`config.mk`:
```
export PLATFORM = sky130hd
export DESIGN_NAME = ddac_serial_core
export DESIGN_NICKNAME = d
export VERILOG_FILES = /design/src/core/ddac_serial_core.v
export VERILOG_INCLUDE_DIRS = /design/src /design/src/core
export SDC_FILE = /design/constraint.sdc
export NUM_CORES = 1
export LEC_CHECK = 0
export ABC_AREA = 1
export BUFFER_PORTS_ARGS = -buffer_cell sky130_fd_sc_hd__buf_2
export CORE_MARGIN = 3
export CORE_UTILIZATION = 45
export DETAILED_ROUTE_END_ITERATION = 6
export SYNTH_ARGS = -nofsm -noshare
export SYNTH_HDL_FRONTEND = slang
export SYNTH_SLANG_ARGS = --single-unit
```
`constraint.sdc`:
```
create_clock -name i_ref_clk -period 2 [get_ports i_ref_clk]
set_clock_uncertainty 0.05 [all_clocks]
set_input_delay 0.2 -clock i_ref_clk [delete_from_list [all_inputs] [get_ports i_ref_clk]]
set_output_delay 0.2 -clock i_ref_clk [all_outputs]
set_load 0.005 [all_outputs]
```
`src/core/ddac_defs.vh`:
```
// Constants for the dual DAC serial command block
// Overview of operation
// - Frame is 24 bits MSB first: command, address (B,0,0,A), then data.
// - Shift on falling serial clock while frame select low; act on its rise.
// - Command 1000 writes chain enable from DB0; standalone after reset.
// - Each clock shifts the register; overflow bits go to serial output.
// - Serial output changes on rising serial clock edge.
// - Frame with clock count not multiple of 24 still executes.
// - Frame select rise latches frame; later clocks ignored until next frame.
// - Command 1001 arms readback of addressed DAC register; data ignored.
// - Serial output enabled for readback even in standalone mode.
// - Readback with zero or two channel bits returns channel A.
// - Next frame shifts out four undefined bits then DAC register as DB19-DB10.
// - Command 0100 sets power modes: DB7-6 channel B, DB1-0 channel A.
// - Power field: 00 normal, 01 1k, 10 100k, 11 high impedance.
// - Power-down keeps DAC register and still allows updates.
// - Output valid about 4.5 us after return to normal operation.
// - Each channel has input and DAC registers; load strobe governs transfer.
// - Command 0001 with load strobe low updates input and DAC registers.
// - Strobe high: DAC registers load on later falling load strobe edge.
// - Masked channel ignores load strobe; command 0101 DB3 B, DB0 A.
`ifndef DDAC_DEFS_VH
`define DDAC_DEFS_VH
`define DDAC_FRAME_BITS     24
`define DDAC_CMD_NOP        4'h0
`define DDAC_CMD_WR_IN      4'h1
`define DDAC_CMD_UPD_DAC    4'h2
`define DDAC_CMD_WR_UPD     4'h3
`define DDAC_CMD_POWER      4'h4
`define DDAC_CMD_MASK       4'h5
`define DDAC_CMD_SWRESET    4'h6
`define DDAC_CMD_CHAIN      4'h8
`define DDAC_CMD_READBACK   4'h9
`define DDAC_ADDR_B_BIT     19
`define DDAC_ADDR_A_BIT     16
`define DDAC_DATA_MSB       15
`define DDAC_DATA_LSB       6
`define DDAC_PWR_B_HI       7
`define DDAC_PWR_A_HI       1
`define DDAC_MASK_B_BIT     3
`define DDAC_MASK_A_BIT     0
`define DDAC_CHAIN_BIT      0
`define DDAC_CHAIN_RST      1'b0
`define DDAC_PWR_NORMAL     2'h0
`define DDAC_PWR_1K         2'h1
`define DDAC_PWR_100K       2'h2
`define DDAC_PWR_HIZ        2'h3
`define DDAC_WAKE_NS        4500
`define DDAC_CLK_NS         5
`define DDAC_WAKE_CYC       ((`DDAC_WAKE_NS + `DDAC_CLK_NS - 1) / `DDAC_CLK_NS)
`endif

```
`src/core/ddac_serial_core.v`:
```
// Serial command logic of a dual 10-bit DAC
`timescale 1ns/1ps
`include "ddac_defs.vh"
module ddac_serial_core #(
    parameter integer DATA_W   = 10,
    parameter integer WAKE_CYC = `DDAC_WAKE_CYC
) (
    input  wire              i_ref_clk,
    input  wire              i_rst_n,
    input  wire              i_frame_select_n,
    input  wire              i_serial_clk,
    input  wire              i_serial_data_in,
    input  wire              i_load_strobe_n,
    output reg               o_serial_data_out,
    output reg               o_serial_data_out_oe,
    output reg  [DATA_W-1:0] o_dac_a,
    output reg  [DATA_W-1:0] o_dac_b,
    output reg  [DATA_W-1:0] o_input_a,
    output reg  [DATA_W-1:0] o_input_b,
    output reg  [1:0]        o_chan_a_power,
    output reg  [1:0]        o_chan_b_power,
    output reg               o_chan_a_valid,
    output reg               o_chan_b_valid,
    output reg               o_chain_enable_bit,
    output reg  [1:0]        o_load_mask
);
    ////////////////////////////////////////////////////////////////////////////
    // Input synchronisers
    reg [1:0] sel_sync_ff;
    reg [1:0] sclk_sync_ff;
    reg [1:0] serial_data_in_sync_ff;
    reg [1:0] load_strobe_n_sync_ff;
    reg       sel_d_ff;
    reg       sclk_d_ff;
    reg       load_strobe_n_d_ff;
    always @(posedge i_ref_clk) begin
        if (!i_rst_n) begin
            sel_sync_ff  <= 2'h3;
            sclk_sync_ff <= 2'h3;
            serial_data_in_sync_ff <= 2'h0;
            load_strobe_n_sync_ff <= 2'h3;
            sel_d_ff     <= 1'b1;
            sclk_d_ff    <= 1'b1;
            load_strobe_n_d_ff    <= 1'b1;
        end else begin
            sel_sync_ff  <= {sel_sync_ff[0], i_frame_select_n};
            sclk_sync_ff <= {sclk_sync_ff[0], i_serial_clk};
            serial_data_in_sync_ff <= {serial_data_in_sync_ff[0], i_serial_data_in};
            load_strobe_n_sync_ff <= {load_strobe_n_sync_ff[0], i_load_strobe_n};
            sel_d_ff     <= sel_sync_ff[1];
            sclk_d_ff    <= sclk_sync_ff[1];
            load_strobe_n_d_ff    <= load_strobe_n_sync_ff[1];
        end
    end
    wire sel_n     = sel_sync_ff[1];
    wire serial_data_in      = serial_data_in_sync_ff[1];
    wire load_strobe_n_n    = load_strobe_n_sync_ff[1];
    wire frame_end = sel_n & ~sel_d_ff;
    wire sclk_fall = ~sclk_sync_ff[1] & sclk_d_ff & ~sel_n;
    wire sclk_rise = sclk_sync_ff[1] & ~sclk_d_ff & ~sel_n;
    wire load_strobe_n_fall = ~load_strobe_n_n & load_strobe_n_d_ff;

    ////////////////////////////////////////////////////////////////////////////
    // Shift register and frame decode
    reg  [23:0] shift_ff;
    reg  [23:0] nxt_shift;
    reg         rb_armed_ff;
    reg         rb_active_ff;
    reg         rb_sel_b_ff;
    reg         out_bit_ff;
    wire [3:0]  cmd    = shift_ff[23:20];
    wire        addr_b = shift_ff[`DDAC_ADDR_B_BIT];
    wire        addr_a = shift_ff[`DDAC_ADDR_A_BIT];
    wire [DATA_W-1:0] data_w = shift_ff[`DDAC_DATA_MSB:`DDAC_DATA_LSB];
    wire        frame_start = ~sel_n & sel_d_ff;
    wire [DATA_W-1:0] rb_word = rb_sel_b_ff ? o_dac_b : o_dac_a;
    always @* begin
        nxt_shift = shift_ff;
        if (frame_start && rb_armed_ff) begin
            // Readback image: four undefined bits, then DAC register at DB19-DB10
            nxt_shift        = 24'h000000;
            nxt_shift[19:10] = rb_word;
        end else if (sclk_fall) begin
            nxt_shift = {shift_ff[22:0], serial_data_in};
        end
    end

    ////////////////////////////////////////////////////////////////////////////
    // Frame execution and register bank
    reg load_strobe_n_low_frame_ff;
    always @(posedge i_ref_clk) begin
        if (!i_rst_n) begin
            shift_ff           <= 24'h000000;
            out_bit_ff         <= 1'b0;
            rb_armed_ff        <= 1'b0;
            rb_active_ff       <= 1'b0;
            rb_sel_b_ff        <= 1'b0;
            load_strobe_n_low_frame_ff  <= 1'b0;
            o_chain_enable_bit <= `DDAC_CHAIN_RST;
            o_chan_a_power     <= `DDAC_PWR_NORMAL;
            o_chan_b_power     <= `DDAC_PWR_NORMAL;
            o_load_mask        <= 2'h0;
            o_input_a          <= {DATA_W{1'b0}};
            o_input_b          <= {DATA_W{1'b0}};
            o_dac_a            <= {DATA_W{1'b0}};
            o_dac_b            <= {DATA_W{1'b0}};
        end else begin
            shift_ff <= nxt_shift;
            if (sclk_rise) begin
                out_bit_ff <= shift_ff[23];
            end
            if (frame_start) begin
                rb_active_ff      <= rb_armed_ff;
                rb_armed_ff       <= 1'b0;
                load_strobe_n_low_frame_ff <= 1'b0;
            end else if (~sel_n && !load_strobe_n_n) begin
                load_strobe_n_low_frame_ff <= 1'b1;
            end
            // Deferred transfer on the strobe edge, masked channels excluded
            if (load_strobe_n_fall && sel_n) begin
                if (!o_load_mask[0]) o_dac_a <= o_input_a;
                if (!o_load_mask[1]) o_dac_b <= o_input_b;
            end
            if (frame_end) begin
                rb_active_ff <= 1'b0;
                case (cmd)
                    `DDAC_CMD_WR_IN: begin
                        if (addr_a) o_input_a <= data_w;
                        if (addr_b) o_input_b <= data_w;
                        if (addr_a && (load_strobe_n_low_frame_ff || !load_strobe_n_n) && !o_load_mask[0])
                            o_dac_a <= data_w;
                        if (addr_b && (load_strobe_n_low_frame_ff || !load_strobe_n_n) && !o_load_mask[1])
                            o_dac_b <= data_w;
                    end
                    `DDAC_CMD_UPD_DAC: begin
                        if (addr_a) o_dac_a <= o_input_a;
                        if (addr_b) o_dac_b <= o_input_b;
                    end
                    `DDAC_CMD_WR_UPD: begin
                        if (addr_a) begin
                            o_input_a <= data_w;
                            o_dac_a   <= data_w;
                        end
                        if (addr_b) begin
                            o_input_b <= data_w;
                            o_dac_b   <= data_w;
                        end
                    end
                    `DDAC_CMD_POWER: begin
                        o_chan_b_power <= shift_ff[`DDAC_PWR_B_HI -: 2];
                        o_chan_a_power <= shift_ff[`DDAC_PWR_A_HI -: 2];
                    end
                    `DDAC_CMD_MASK: begin
                        o_load_mask <= {shift_ff[`DDAC_MASK_B_BIT], shift_ff[`DDAC_MASK_A_BIT]};
                    end
                    `DDAC_CMD_SWRESET: begin
                        o_chain_enable_bit <= `DDAC_CHAIN_RST;
                        o_chan_a_power     <= `DDAC_PWR_NORMAL;
                        o_chan_b_power     <= `DDAC_PWR_NORMAL;
                        o_load_mask        <= 2'h0;
                        o_input_a          <= {DATA_W{1'b0}};
                        o_input_b          <= {DATA_W{1'b0}};
                        o_dac_a            <= {DATA_W{1'b0}};
                        o_dac_b            <= {DATA_W{1'b0}};
                    end
                    `DDAC_CMD_CHAIN: begin
                        o_chain_enable_bit <= shift_ff[`DDAC_CHAIN_BIT];
                    end
                    `DDAC_CMD_READBACK: begin
                        rb_armed_ff <= 1'b1;
                        rb_sel_b_ff <= addr_b & ~addr_a;
                    end
                    default: begin
                    end
                endcase
            end
        end
    end

    ////////////////////////////////////////////////////////////////////////////
    // Serial output driver
    always @(posedge i_ref_clk) begin
        if (!i_rst_n) begin
            o_serial_data_out    <= 1'b0;
            o_serial_data_out_oe <= 1'b0;
        end else begin
            o_serial_data_out    <= out_bit_ff;
            o_serial_data_out_oe <= ~sel_n & (o_chain_enable_bit | rb_active_ff);
        end
    end

    ////////////////////////////////////////////////////////////////////////////
    // Power-up settling per channel
    reg [12:0] wake_a_ff;
    reg [12:0] wake_b_ff;
    always @(posedge i_ref_clk) begin
        if (!i_rst_n) begin
            wake_a_ff      <= 13'h0000;
            wake_b_ff      <= 13'h0000;
            o_chan_a_valid <= 1'b1;
            o_chan_b_valid <= 1'b1;
        end else begin
            if (o_chan_a_power != `DDAC_PWR_NORMAL) begin
                wake_a_ff      <= WAKE_CYC[12:0];
                o_chan_a_valid <= 1'b0;
            end else if (wake_a_ff != 13'h0000) begin
                wake_a_ff      <= wake_a_ff - 13'h0001;
                o_chan_a_valid <= (wake_a_ff == 13'h0001);
            end
            if (o_chan_b_power != `DDAC_PWR_NORMAL) begin
                wake_b_ff      <= WAKE_CYC[12:0];
                o_chan_b_valid <= 1'b0;
            end else if (wake_b_ff != 13'h0000) begin
                wake_b_ff      <= wake_b_ff - 13'h0001;
                o_chan_b_valid <= (wake_b_ff == 13'h0001);
            end
        end
    end
endmodule // ddac_serial_core

```
==> results of run 1 <==
-- cells by family after synthesis --
kind of cell,Yosys count
and+or+nand+nor,632
buffers and inverters,194
AOI/OAI and AO/OA,160
DFF,117
adders and majority gates,6
xor gates and xnor gates,5
-- cell usage after synthesis (all sizes together) --
| cell | n | area, um^2 |
|---|---|---|
| nor3 | 6 | 35.0 |
| nor2 | 119 | 475 |
| nand3b | 3 | 22.5 |
| o2111a | 1 | 11.3 |
| a21oi | 61 | 309 |
| ha | 6 | 75.1 |
| inv | 133 | 499 |
| nand3 | 73 | 375 |
| o2111ai | 1 | 8.76 |
| nand2 | 418 | 1580 |
| o22ai | 3 | 18.8 |
| buf | 27 | 140 |
| xor2 | 4 | 35.0 |
| xnor2 | 1 | 8.76 |
| a211oi | 5 | 37.5 |
| nor3b | 1 | 7.51 |
| clkinv | 15 | 56.3 |
| dfxtp | 117 | 2340 |
| o21ai | 84 | 420 |
| a31oi | 4 | 25.0 |
| clkbuf | 19 | 72.6 |
| and2 | 2 | 12.5 |
| or2 | 8 | 50.1 |
| o211ai | 1 | 7.51 |
| nand4 | 2 | 12.5 |
-- state kept, by name (all words and copies together), names as in the netlist, 10 cells and up --
register   cells
wake_a_ff     13
shift_ff      24
o_input_a     10
o_dac_b       10
wake_b_ff     13
o_dac_a       10
o_input_b     10
-- critical path: cells and delay by family, from the launching register on --
family	cells	cell delay (ns)
buffers and inverters	3	0.62
AOI/OAI and AO/OA	2	0.41
DFF	1	0.41
and+or+nand+nor	2	0.17
-- per-stage QoR --
stage | std cells | util, %
6_report | 1371 | 54.9
4_1_cts | 1371 | 54.9
3_3_place_gp | 1335 | 50.8
2_1_floorplan | 1114 | -
3_5_place_dp | 1335 | 50.8
5_1_grt | 1371 | 54.9
-- metal layers --
layer  share of wire, %  track usage [%]  vias to the layer above
met5                  0                0                        -
met4                1.6             7.63                        0
met3                7.3             5.18                       22
met2                 43             37.9                      234
met1                 48             37.9                     3094
li1                   -                -                     3587
-- final cells by class --
cell class	instances	area, um^2	area share (%)
multi-input combinational	803	3530	45.4
sequential	117	2340	30.1
timing repair buffer	91	578	7.43
inverter	148	556	7.15
clock buffer	17	425	5.47
tap	180	225	2.90
clock inverter	15	121	1.56
-- worst paths after layout --
kind | endpoint | cells after the start | slack, ns | startpoint
hold reg to reg | serial_data_in_sync_ff[1] | 2 | 0.36 | serial_data_in_sync_ff[0]
setup reg to reg | shift_ff[16] | 7 | 0.23 | sel_sync_ff[1]
setup / recovery | shift_ff[16] | 7 | 0.23 | sel_sync_ff[1]
hold / removal | sclk_d_ff | 3 | 0.15 | i_rst_n
-- report_power, final --
part / switching [mW] / total (mW) / internal, mW
logic: 1.44 / 2.26 / 0.826
clock network: 1.22 / 2.82 / 1.60
registers: 0.237 / 2.86 / 2.62
total: 2.89 / 7.94 / 5.05
==> flow_results.xml, run 1 <==
<?xml version="1.0" encoding="UTF-8"?>
<metrics>
  <group name="outcome">
    <metric name="outcome" unit="">finished clean</metric>
  </group>
  <group name="global_routing">
    <metric name="grt_first_pass_wirelength" unit="um">32800</metric>
    <metric name="grtUsageTotal" unit="%">25.7</metric>
    <metric name="global_route.overflow_total" unit="">0</metric>
    <metric name="antenna_found_initial" unit="">0</metric>
    <metric name="grt_pass1_vias" unit="">5996</metric>
    <metric name="pin_count_of_the_biggest_net_entering_global_routing" unit="">35</metric>
  </group>
  <group name="synthesis">
    <metric name="yosys-mux-area-fraction" unit="%">0</metric>
    <metric name="synth_top_family_by_area" unit="">simple AND/OR/NAND/NOR gates</metric>
    <metric name="synth-compound-area-share" unit="%">12.6</metric>
    <metric name="synth-warning-count" unit="">0</metric>
    <metric name="ys_seq_area_share" unit="%">35.3</metric>
    <metric name="synth_xor_area_share" unit="%">0.660</metric>
    <metric name="syn_inst" unit="">1114</metric>
    <metric name="syn-mean-instance-area" unit="um^2">5.96</metric>
    <metric name="syn-num-nets" unit="">1126</metric>
    <metric name="yosys.area_share.adder" unit="%">1.13</metric>
    <metric name="syn_area" unit="um^2">6640</metric>
    <metric name="synth_seq_cells" unit="">117</metric>
    <metric name="synth_simple_gate_area_share" unit="%">38.7</metric>
    <metric name="post_synth_num_cell_types" unit="">38</metric>
  </group>
  <group name="setup_path">
    <metric name="cpMaxStageDelayCell" unit="">sky130_fd_sc_hd__clkinv_1</metric>
    <metric name="arrival" unit="ns">2.04</metric>
    <metric name="worst-endpoint-required" unit="ns">2.27</metric>
    <metric name="cp_slowest_stage_delay" unit="ns">0.47</metric>
    <metric name="critPathMaxFanout" unit="">18</metric>
    <metric name="cp_cell_sequence" unit="">inv_2, nand3_2, clkinv_1, a21oi_1, o22ai_1, nand2_1, inv_1</metric>
    <metric name="timing.critical_path.to_type" unit="">register</metric>
    <metric name="timing.setup.critical_path_class" unit="">reg2reg</metric>
    <metric name="start_kind" unit="">register</metric>
  </group>
  <group name="finish">
    <metric name="area_growth_syn_to_layout" unit="%">17.1</metric>
    <metric name="most_common_cell_after_layout_fill_and_taps_aside" unit="">sky130_fd_sc_hd__nand2_1</metric>
    <metric name="antenna_cells" unit="">0</metric>
    <metric name="finalInstanceArea" unit="um^2">7770</metric>
    <metric name="drive_above_1_share" unit="%">12.1</metric>
    <metric name="n_fill_cell" unit="">1519</metric>
    <metric name="final_cell_mix" unit="">sky130_fd_sc_hd__nand2_1, sky130_fd_sc_hd__inv_1, sky130_fd_sc_hd__dfxtp_1</metric>
    <metric name="nets" unit="">1190</metric>
  </group>
  <group name="clocking">
    <metric name="clk_path_buf_depth" unit="">2</metric>
    <metric name="cts_repair_resize_count" unit="">0</metric>
    <metric name="cts.sink_count" unit="">117</metric>
    <metric name="clkTransAtPathRegs" unit="ns">0.06</metric>
    <metric name="postCtsHoldBufs" unit="">4</metric>
    <metric name="tritoncts_clock_tree" unit="">built</metric>
    <metric name="clock_buffers_created_by_tritoncts" unit="">17</metric>
    <metric name="clock_latency" unit="ns">0.43</metric>
    <metric name="buffer_count_from_post_cts_setup_fixing" unit="">0</metric>
    <metric name="clock-root-buffer" unit="">sky130_fd_sc_hd__clkbuf_16</metric>
    <metric name="cts.htree.levels" unit="">4</metric>
  </group>
  <group name="placed_design">
    <metric name="gpl.final_weighted_congestion" unit="">0.970</metric>
    <metric name="placed_cell_area" unit="um^2">7190</metric>
    <metric name="dp_worst_setup_slack" unit="ns">0.266</metric>
    <metric name="numPortBuffers" unit="">56</metric>
    <metric name="detailedPlacementHpwl" unit="um">14200</metric>
  </group>
  <group name="worst_hold_path">
    <metric name="min_path_type" unit="">in2reg</metric>
  </group>
  <group name="die">
    <metric name="die-height" unit="um">127</metric>
    <metric name="initial_core_util" unit="%">46.9</metric>
    <metric name="floorplan.io_pins" unit="">57</metric>
    <metric name="rows" unit="">43</metric>
    <metric name="fp.dieW" unit="um">127</metric>
    <metric name="design.core.area" unit="um^2">14100</metric>
    <metric name="die-area" unit="um^2">16200</metric>
  </group>
  <group name="job">
    <metric name="timing.max_cap.violations" unit="">0</metric>
  </group>
  <group name="sta">
    <metric name="final_hold_viol_count" unit="">0</metric>
    <metric name="finalWorstPathRequiredPeriod" unit="ns">1.77</metric>
    <metric name="max_slew_margin" unit="%">57.0</metric>
    <metric name="final-setup-viol-count" unit="">0</metric>
    <metric name="grt_setup_unrepaired" unit="">false</metric>
    <metric name="tcrit_tclk_final" unit="%">88.5</metric>
    <metric name="timing.final.ws_setup" unit="ns">0.230</metric>
    <metric name="worstMarginPinSlew" unit="ns">0.643</metric>
    <metric name="achievable-frequency" unit="GHz">0.565</metric>
    <metric name="hold-worst-slack" unit="ns">0.145</metric>
    <metric name="totalNegativeSetupSlack" unit="ns">0</metric>
    <metric name="number_of_pins_exceeding_their_max_slew_limit_in_the_final_report" unit="">0</metric>
  </group>
  <group name="detailed_routing">
    <metric name="detail_route.wirelength" unit="um">20300</metric>
    <metric name="avgRoutedWirePerCell" unit="um">14.8</metric>
    <metric name="drt_first_iter_violations" unit="">650</metric>
    <metric name="drt_pass1_iterations" unit="">5</metric>
    <metric name="drtAntennaViolNets" unit="">0</metric>
    <metric name="post-route-drc-count" unit="">0</metric>
    <metric name="routed-via-count" unit="">6937</metric>
    <metric name="drt-vias-per-instance" unit="">5.06</metric>
  </group>
  <group name="power_and_ir_drop">
    <metric name="report.power.total" unit="mW">7.94</metric>
    <metric name="vdd_ir_drop_max" unit="V">0.000959</metric>
    <metric name="total_power_per_unit_cell_area" unit="nW/um^2">1020</metric>
    <metric name="leakage" unit="nW">3.99</metric>
  </group>
</metrics>
Power figures use the tool's default switching activity.
==> inputs of run 2 (changes only) <==
- ABC_CLOCK_PERIOD_IN_PS: not set -> 2000
- CORE_UTILIZATION: 45 -> 60
- PLACE_DENSITY: not set -> 0.8
==> run 2 against run 1 <==
Compared with the run above:
- the run now ends with design-rule violations left
- die area shrank 24%
- clock power rose by 7.8%
- worst setup slack lost 0.095 ns
- global-route usage rose by 6.2 points
- via count is 4.7% higher
- hold slack improved by 0.19 ns
- sequential share of layout area is 0.21 points higher
- combinational power rose by 2%
- count of clock-buffer cells in the layout rose by 2
- critical path type unchanged
- highest routed layer unchanged
==> flow_results.xml, run 2 (synthesis gave the netlist of run 1 again) <==
<?xml version="1.0" encoding="UTF-8"?>
<metrics>
  <group name="outcome">
    <metric name="outcome" unit="">complete, but fails checks</metric>
    <metric name="violations" unit="">design-rule violations</metric>
  </group>
  <group name="finish">
    <metric name="fin_util" unit="%">73.1</metric>
    <metric name="sequential_cell_area" unit="um^2">2340</metric>
    <metric name="n_fill_cell" unit="">923</metric>
    <metric name="multi_input_comb_area" unit="um^2">3530</metric>
    <metric name="finalInstanceArea" unit="um^2">7720</metric>
    <metric name="register_name_with_the_most_flops" unit="">shift_ff</metric>
    <metric name="most_common_cell_after_layout_fill_and_taps_aside" unit="">sky130_fd_sc_hd__nand2_1</metric>
    <metric name="final_cells" unit="">1324</metric>
    <metric name="antenna_cells" unit="">0</metric>
    <metric name="drive_above_1_share" unit="%">11.8</metric>
    <metric name="largest_registers" unit="">shift_ff (24), wake_a_ff (13), wake_b_ff (13)</metric>
    <metric name="largest_reg_flops" unit="">24</metric>
    <metric name="final_cell_mix" unit="">sky130_fd_sc_hd__nand2_1, sky130_fd_sc_hd__inv_1, sky130_fd_sc_hd__dfxtp_1</metric>
    <metric name="nets" unit="">1187</metric>
    <metric name="area_growth_syn_to_layout" unit="%">16.3</metric>
  </group>
  <group name="setup_path">
    <metric name="timing.critical_path.to_type" unit="">register</metric>
    <metric name="cp_cell_sequence" unit="">nor2_2, nand3_2, o21ai_0, nand2_1, clkinv_1, nor2_1, nor2_1</metric>
    <metric name="worst-endpoint-required" unit="ns">2.37</metric>
    <metric name="family_of_cells_with_the_greatest_summed_delay_on_the_critical_path" unit="">simple AND/OR/NAND/NOR gates</metric>
    <metric name="critical_path.n_buffers_inverters" unit="">1</metric>
    <metric name="arrival" unit="ns">2.24</metric>
    <metric name="timing.critical_path.mode_cell" unit="">sky130_fd_sc_hd__nor2_1</metric>
    <metric name="cp_slowest_stage_delay" unit="ns">0.44</metric>
    <metric name="timing.setup.critical_path_class" unit="">reg2reg</metric>
    <metric name="critPathMaxFanout" unit="">11</metric>
    <metric name="cpMaxStageDelayCell" unit="">sky130_fd_sc_hd__dfxtp_1</metric>
    <metric name="start_kind" unit="">register</metric>
  </group>
  <group name="global_routing">
    <metric name="global_route.overflow_total" unit="">0</metric>
    <metric name="antenna_found_initial" unit="">0</metric>
    <metric name="grtUsageTotal" unit="%">32.0</metric>
    <metric name="pin_count_of_the_biggest_net_entering_global_routing" unit="">35</metric>
    <metric name="grt_first_pass_wirelength" unit="um">32200</metric>
    <metric name="grt_pass1_vias" unit="">6450</metric>
  </group>
  <group name="sta">
    <metric name="final-setup-viol-count" unit="">0</metric>
    <metric name="tcrit_tclk_final" unit="%">93.2</metric>
    <metric name="max_slew_margin" unit="%">56.3</metric>
    <metric name="totalNegativeSetupSlack" unit="ns">0</metric>
    <metric name="final_hold_viol_count" unit="">0</metric>
    <metric name="worstMarginPinSlew" unit="ns">0.654</metric>
    <metric name="grt_setup_unrepaired" unit="">false</metric>
    <metric name="finalWorstPathRequiredPeriod" unit="ns">1.86</metric>
    <metric name="number_of_pins_exceeding_their_max_slew_limit_in_the_final_report" unit="">0</metric>
    <metric name="achievable-frequency" unit="GHz">0.536</metric>
  </group>
  <group name="power_and_ir_drop">
    <metric name="vdd_ir_drop_max" unit="V">0.00120</metric>
    <metric name="cell_internal_pwr" unit="mW">5.30</metric>
    <metric name="clkPwrFrac" unit="%">37.0</metric>
    <metric name="p_sw" unit="mW">2.91</metric>
    <metric name="combinationalPowerShare" unit="%">28.1</metric>
    <metric name="power_switching_share" unit="%">35.4</metric>
    <metric name="power.sequential.fraction" unit="%">34.9</metric>
    <metric name="total_power_per_unit_cell_area" unit="nW/um^2">1060</metric>
    <metric name="leakage" unit="nW">4.00</metric>
  </group>
  <group name="detailed_routing">
    <metric name="drtAntennaViolNets" unit="">0</metric>
    <metric name="detail_route.wirelength" unit="um">19800</metric>
    <metric name="post-route-drc-count" unit="">7</metric>
    <metric name="drt_pass1_iterations" unit="">7</metric>
    <metric name="drt_first_iter_violations" unit="">851</metric>
    <metric name="avgRoutedWirePerCell" unit="um">14.9</metric>
    <metric name="routed-via-count" unit="">7262</metric>
    <metric name="drt-vias-per-instance" unit="">5.48</metric>
  </group>
  <group name="job">
    <metric name="timing.max_cap.violations" unit="">0</metric>
  </group>
  <group name="die">
    <metric name="die-height" unit="um">111</metric>
    <metric name="rows" unit="">37</metric>
    <metric name="initial_core_util" unit="%">62.9</metric>
    <metric name="die-area" unit="um^2">12400</metric>
    <metric name="floorplan.io_pins" unit="">57</metric>
    <metric name="fp.dieW" unit="um">111</metric>
    <metric name="design.core.area" unit="um^2">10600</metric>
  </group>
  <group name="clocking">
    <metric name="clock_buffers_created_by_tritoncts" unit="">17</metric>
    <metric name="clock-root-buffer" unit="">sky130_fd_sc_hd__clkbuf_8</metric>
    <metric name="cts.sink_count" unit="">117</metric>
    <metric name="clock_latency" unit="ns">0.53</metric>
    <metric name="tritoncts_clock_tree" unit="">built</metric>
    <metric name="cts_repair_resize_count" unit="">0</metric>
    <metric name="cts.htree.levels" unit="">4</metric>
    <metric name="clk_path_buf_depth" unit="">2</metric>
    <metric name="clkTransAtPathRegs" unit="ns">0.06</metric>
  </group>
  <group name="worst_hold_path">
    <metric name="min_path_type" unit="">in2reg</metric>
  </group>
  <group name="placed_design">
    <metric name="placed_cell_area" unit="um^2">7080</metric>
    <metric name="numPortBuffers" unit="">56</metric>
    <metric name="place_inst" unit="">1287</metric>
    <metric name="detailedPlacementHpwl" unit="um">13300</metric>
    <metric name="gpl.final_weighted_congestion" unit="">0.980</metric>
  </group>
</metrics>
-- run 2: final cells by class --
type | instances | share of cell area [%]
clock inverters | 13 | 1.94
flip-flops and latches | 117 | 30.3
multi-input cells | 803 | 45.7
clock buffers | 19 | 5.72
inverters | 148 | 7.20
repair buffers | 88 | 6.90
well taps | 136 | 2.20
-- run 2: repair_timing --
| item | in CTS | in global routing |
|---|---|---|
| endpoints found under the hold margin | 11 | 0 |
| setup buffers | 0 | 0 |
| hold buffers | 5 | 0 |
-- run 2: power groups by stage --
stage / Combinational (mW) / Sequential (mW) / Clock (mW)
final: 2.31 / 2.87 / 3.04
after floorplan: 1.84 / 2.85 / 0
after detailed placement: 2.23 / 2.90 / 0
after CTS: 2.30 / 2.86 / 3.04
after global placement: 2.18 / 2.90 / 0
after global routing: 2.64 / 2.90 / 3.13
-- run 2: worst paths after layout --
| path | start | slack [ns] | to | cells past startpoint |
|---|---|---|---|---|
| hold reg to reg | load_strobe_n_sync_ff[0] | 0.37 | load_strobe_n_sync_ff[1] | 1 |
| setup reg to reg | shift_ff[23] | 0.14 | o_input_a[7] | 7 |
| setup / recovery | shift_ff[23] | 0.14 | o_input_a[7] | 7 |
| hold / removal | i_serial_clk | 0.34 | sclk_sync_ff[0] | 3 |
-- run 2: tightest hold or removal path, stage by stage --
cell	delay (ns)
sky130_fd_sc_hd__dlygate4sd3_1	0.52
sky130_fd_sc_hd__buf_2	0.09
sky130_fd_sc_hd__or2_2	0.09
-- run 2: through the flow --
| stage | power, mW | hold slack, ns | setup slack, ns |
|---|---|---|---|
| detailed placement | 5.13 | 0.337 | 0.229 |
| finish | 8.22 | 0.339 | 0.136 |
| global placement | 5.07 | 0.337 | 0.307 |
| floorplan | 4.69 | 0.248 | 0.604 |
| global route | 8.68 | 0.354 | 0.0246 |
| CTS | 8.20 | 0.324 | 0.203 |
-- run 2: metal layers --
metal / global-route usage, % / up-vias / part of all wire (%)
li1: - / 3583 / -
met1: 43.2 / 3248 / 43
met2: 48.0 / 380 / 43
met3: 9.72 / 51 / 11
met4: 12.0 / 0 / 2.7
met5: 0 / - / 0
==> inputs of run 3 (changes only) <==
- CTS_CLUSTER_DIAMETER: not set -> 120
- GPL_ROUTABILITY_DRIVEN: not set -> 0
- RECOVER_POWER: not set -> 50
==> run 3 against run 2 <==
Compared with the run above:
- the flow still finishes with violations (design-rule violations)
- global-route usage fell by 0.21 points
- register-to-register slack gained 0.04 ns
- sequential cell count stayed put
- cell count unchanged
- cell area rose by 0.13%
- wire length down 2.0%
- critical endpoint is now o_input_a[8]
- highest routed layer unchanged
==> flow_results.xml, run 3 (synthesis gave the netlist of run 1 again) <==
<?xml version="1.0" encoding="UTF-8"?>
<metrics>
  <group name="clocking">
    <metric name="cts.htree.levels" unit="">4</metric>
    <metric name="clock-root-buffer" unit="">sky130_fd_sc_hd__clkbuf_8</metric>
    <metric name="clock_latency" unit="ns">0.53</metric>
    <metric name="clk_path_buf_depth" unit="">2</metric>
    <metric name="tritoncts_clock_tree" unit="">built</metric>
    <metric name="clkTransAtPathRegs" unit="ns">0.06</metric>
    <metric name="clock_buffers_created_by_tritoncts" unit="">17</metric>
    <metric name="cts.sink_count" unit="">117</metric>
  </group>
  <group name="global_routing">
    <metric name="global_route.overflow_total" unit="">0</metric>
    <metric name="grtUsageTotal" unit="%">31.8</metric>
    <metric name="pin_count_of_the_biggest_net_entering_global_routing" unit="">37</metric>
    <metric name="grt_first_pass_wirelength" unit="um">31900</metric>
    <metric name="antenna_found_initial" unit="">0</metric>
    <metric name="grt_pass1_vias" unit="">6395</metric>
  </group>
  <group name="setup_path">
    <metric name="timing.setup.critical_path_class" unit="">reg2reg</metric>
    <metric name="start_kind" unit="">register</metric>
    <metric name="timing.critical_path.to_type" unit="">register</metric>
    <metric name="timing.critical_path.mode_cell" unit="">sky130_fd_sc_hd__nor2_1</metric>
    <metric name="cp_cell_sequence" unit="">inv_2, nand3_2, o21ai_0, nand2_1, clkinvlp_4, nor2_1, nor2_1</metric>
    <metric name="critical_path.n_buffers_inverters" unit="">2</metric>
    <metric name="arrival" unit="ns">2.19</metric>
    <metric name="worst-endpoint-required" unit="ns">2.37</metric>
    <metric name="family_of_cells_with_the_greatest_summed_delay_on_the_critical_path" unit="">simple AND/OR/NAND/NOR gates</metric>
    <metric name="critPathMaxFanout" unit="">11</metric>
    <metric name="timing.reg2reg.setup_slack" unit="ns">0.18</metric>
    <metric name="cpMaxStageDelayCell" unit="">sky130_fd_sc_hd__dfxtp_1</metric>
    <metric name="cp_slowest_stage_delay" unit="ns">0.43</metric>
  </group>
  <group name="finish">
    <metric name="final_cells" unit="">1324</metric>
    <metric name="final_cell_mix" unit="">sky130_fd_sc_hd__nand2_1, sky130_fd_sc_hd__inv_1, sky130_fd_sc_hd__dfxtp_1</metric>
    <metric name="antenna_cells" unit="">0</metric>
    <metric name="register_name_with_the_most_flops" unit="">shift_ff</metric>
    <metric name="drive_above_1_share" unit="%">9.60</metric>
    <metric name="area_growth_syn_to_layout" unit="%">16.5</metric>
    <metric name="sequential_cell_area" unit="um^2">2340</metric>
    <metric name="multi_input_comb_area" unit="um^2">3520</metric>
    <metric name="n_fill_cell" unit="">960</metric>
    <metric name="most_common_cell_after_layout_fill_and_taps_aside" unit="">sky130_fd_sc_hd__nand2_1</metric>
    <metric name="finalInstanceArea" unit="um^2">7730</metric>
    <metric name="largest_reg_flops" unit="">24</metric>
    <metric name="nets" unit="">1187</metric>
    <metric name="fin_util" unit="%">73.2</metric>
    <metric name="largest_registers" unit="">shift_ff (24), wake_a_ff (13), wake_b_ff (13)</metric>
  </group>
  <group name="die">
    <metric name="fp.dieW" unit="um">111</metric>
    <metric name="rows" unit="">37</metric>
    <metric name="design.core.area" unit="um^2">10600</metric>
    <metric name="floorplan.io_pins" unit="">57</metric>
    <metric name="die-area" unit="um^2">12400</metric>
    <metric name="die-height" unit="um">111</metric>
    <metric name="initial_core_util" unit="%">62.9</metric>
  </group>
  <group name="outcome">
    <metric name="outcome" unit="">complete, but fails checks</metric>
    <metric name="violations" unit="">design-rule violations</metric>
  </group>
  <group name="job">
    <metric name="timing.max_cap.violations" unit="">0</metric>
  </group>
  <group name="placed_design">
    <metric name="placed_cell_area" unit="um^2">7090</metric>
    <metric name="place_inst" unit="">1287</metric>
    <metric name="numPortBuffers" unit="">56</metric>
    <metric name="detailedPlacementHpwl" unit="um">13300</metric>
  </group>
  <group name="sta">
    <metric name="final-setup-viol-count" unit="">0</metric>
    <metric name="totalNegativeSetupSlack" unit="ns">0</metric>
    <metric name="worstMarginPinSlew" unit="ns">0.639</metric>
    <metric name="finalWorstPathRequiredPeriod" unit="ns">1.82</metric>
    <metric name="achievable-frequency" unit="GHz">0.548</metric>
    <metric name="grt_setup_unrepaired" unit="">false</metric>
    <metric name="number_of_pins_exceeding_their_max_slew_limit_in_the_final_report" unit="">0</metric>
    <metric name="final_hold_viol_count" unit="">0</metric>
    <metric name="tcrit_tclk_final" unit="%">91.2</metric>
    <metric name="max_slew_margin" unit="%">57.3</metric>
  </group>
  <group name="detailed_routing">
    <metric name="avgRoutedWirePerCell" unit="um">14.6</metric>
    <metric name="drtAntennaViolNets" unit="">0</metric>
    <metric name="post-route-drc-count" unit="">1</metric>
    <metric name="detail_route.wirelength" unit="um">19400</metric>
    <metric name="drt_pass1_iterations" unit="">7</metric>
    <metric name="drt_first_iter_violations" unit="">761</metric>
    <metric name="drt-vias-per-instance" unit="">5.39</metric>
    <metric name="routed-via-count" unit="">7133</metric>
  </group>
  <group name="power_and_ir_drop">
    <metric name="report.power.total" unit="mW">8.37</metric>
    <metric name="total_power_per_unit_cell_area" unit="nW/um^2">1080</metric>
    <metric name="leakage" unit="nW">3.91</metric>
    <metric name="vdd_ir_drop_max" unit="V">0.00135</metric>
  </group>
  <group name="worst_hold_path">
    <metric name="min_path_type" unit="">in2reg</metric>
  </group>
</metrics>
[run 3: cell count changes in the layout (fill, tap and decap cells not counted), moves of 2 or more]
cell,before,now
sky130_fd_sc_hd__buf_2,56,32
sky130_fd_sc_hd__clkbuf_1,0,24
sky130_fd_sc_hd__clkinv_4,6,1
sky130_fd_sc_hd__buf_4,27,24
sky130_fd_sc_hd__clkinvlp_4,2,5
sky130_fd_sc_hd__bufinv_16,2,4
sky130_fd_sc_hd__clkbuf_2,0,2
[run 3: per-stage QoR]
step | worst slack (ns) | hold WS [ns]
global route | 0.0412 | 0.344
detailed placement | 0.205 | 0.338
global placement | 0.292 | 0.337
CTS | 0.202 | 0.327
finish | 0.176 | 0.344
floorplan | 0.604 | 0.248
[run 3: worst register-to-register path, cell delays in order, from the launching register on]
cell                         delay [ns]
sky130_fd_sc_hd__dfxtp_1           0.43
sky130_fd_sc_hd__inv_2             0.08
sky130_fd_sc_hd__nand3_2           0.14
sky130_fd_sc_hd__o21ai_0           0.10
sky130_fd_sc_hd__nand2_1           0.34
sky130_fd_sc_hd__clkinvlp_4        0.35
sky130_fd_sc_hd__nor2_1            0.17
sky130_fd_sc_hd__nor2_1            0.06
[run 3: final timing paths]
kind	startpoint	to	cells after the start
setup / recovery	shift_ff[20]	o_input_a[8]	7
hold / removal	i_frame_select_n	sel_sync_ff[0]	3
setup reg to reg	shift_ff[20]	o_input_a[8]	7
hold reg to reg	load_strobe_n_sync_ff[0]	load_strobe_n_sync_ff[1]	1
[run 3: metal layers]
layer	wire (um)	global-route usage, %
met1	8460	43.3
met2	8550	48.3
met3	2010	8.79
met4	366	11.0
met5	0	0
[run 3: what timing repair did]
action,4_1_cts,5_1_grt
hold endpoints to repair,10,0
setup endpoints to repair,0,3
hold buffers,5,0
gates resized for setup,0,1
setup buffers,0,0
[run 3: area by class of cell]
class                           count  area share, %
Tap cell                          136           2.20
Timing Repair Buffer               88           6.60
Clock inverter                     11           2.23
Inverter                          148           7.24
Multi-Input combinational cell    803           45.5
Sequential cell                   117           30.3
Clock buffer                       21           5.94
[run 3: power by group]
part | leakage (nW) | internal, mW | switching (mW) | total, mW
Sequential | 0.953 | 2.62 | 0.236 | 2.86
Clock | 0.297 | 2.13 | 1.11 | 3.23
Combinational | 2.66 | 0.821 | 1.46 | 2.28
Total | 3.91 | 5.57 | 2.80 | 8.37
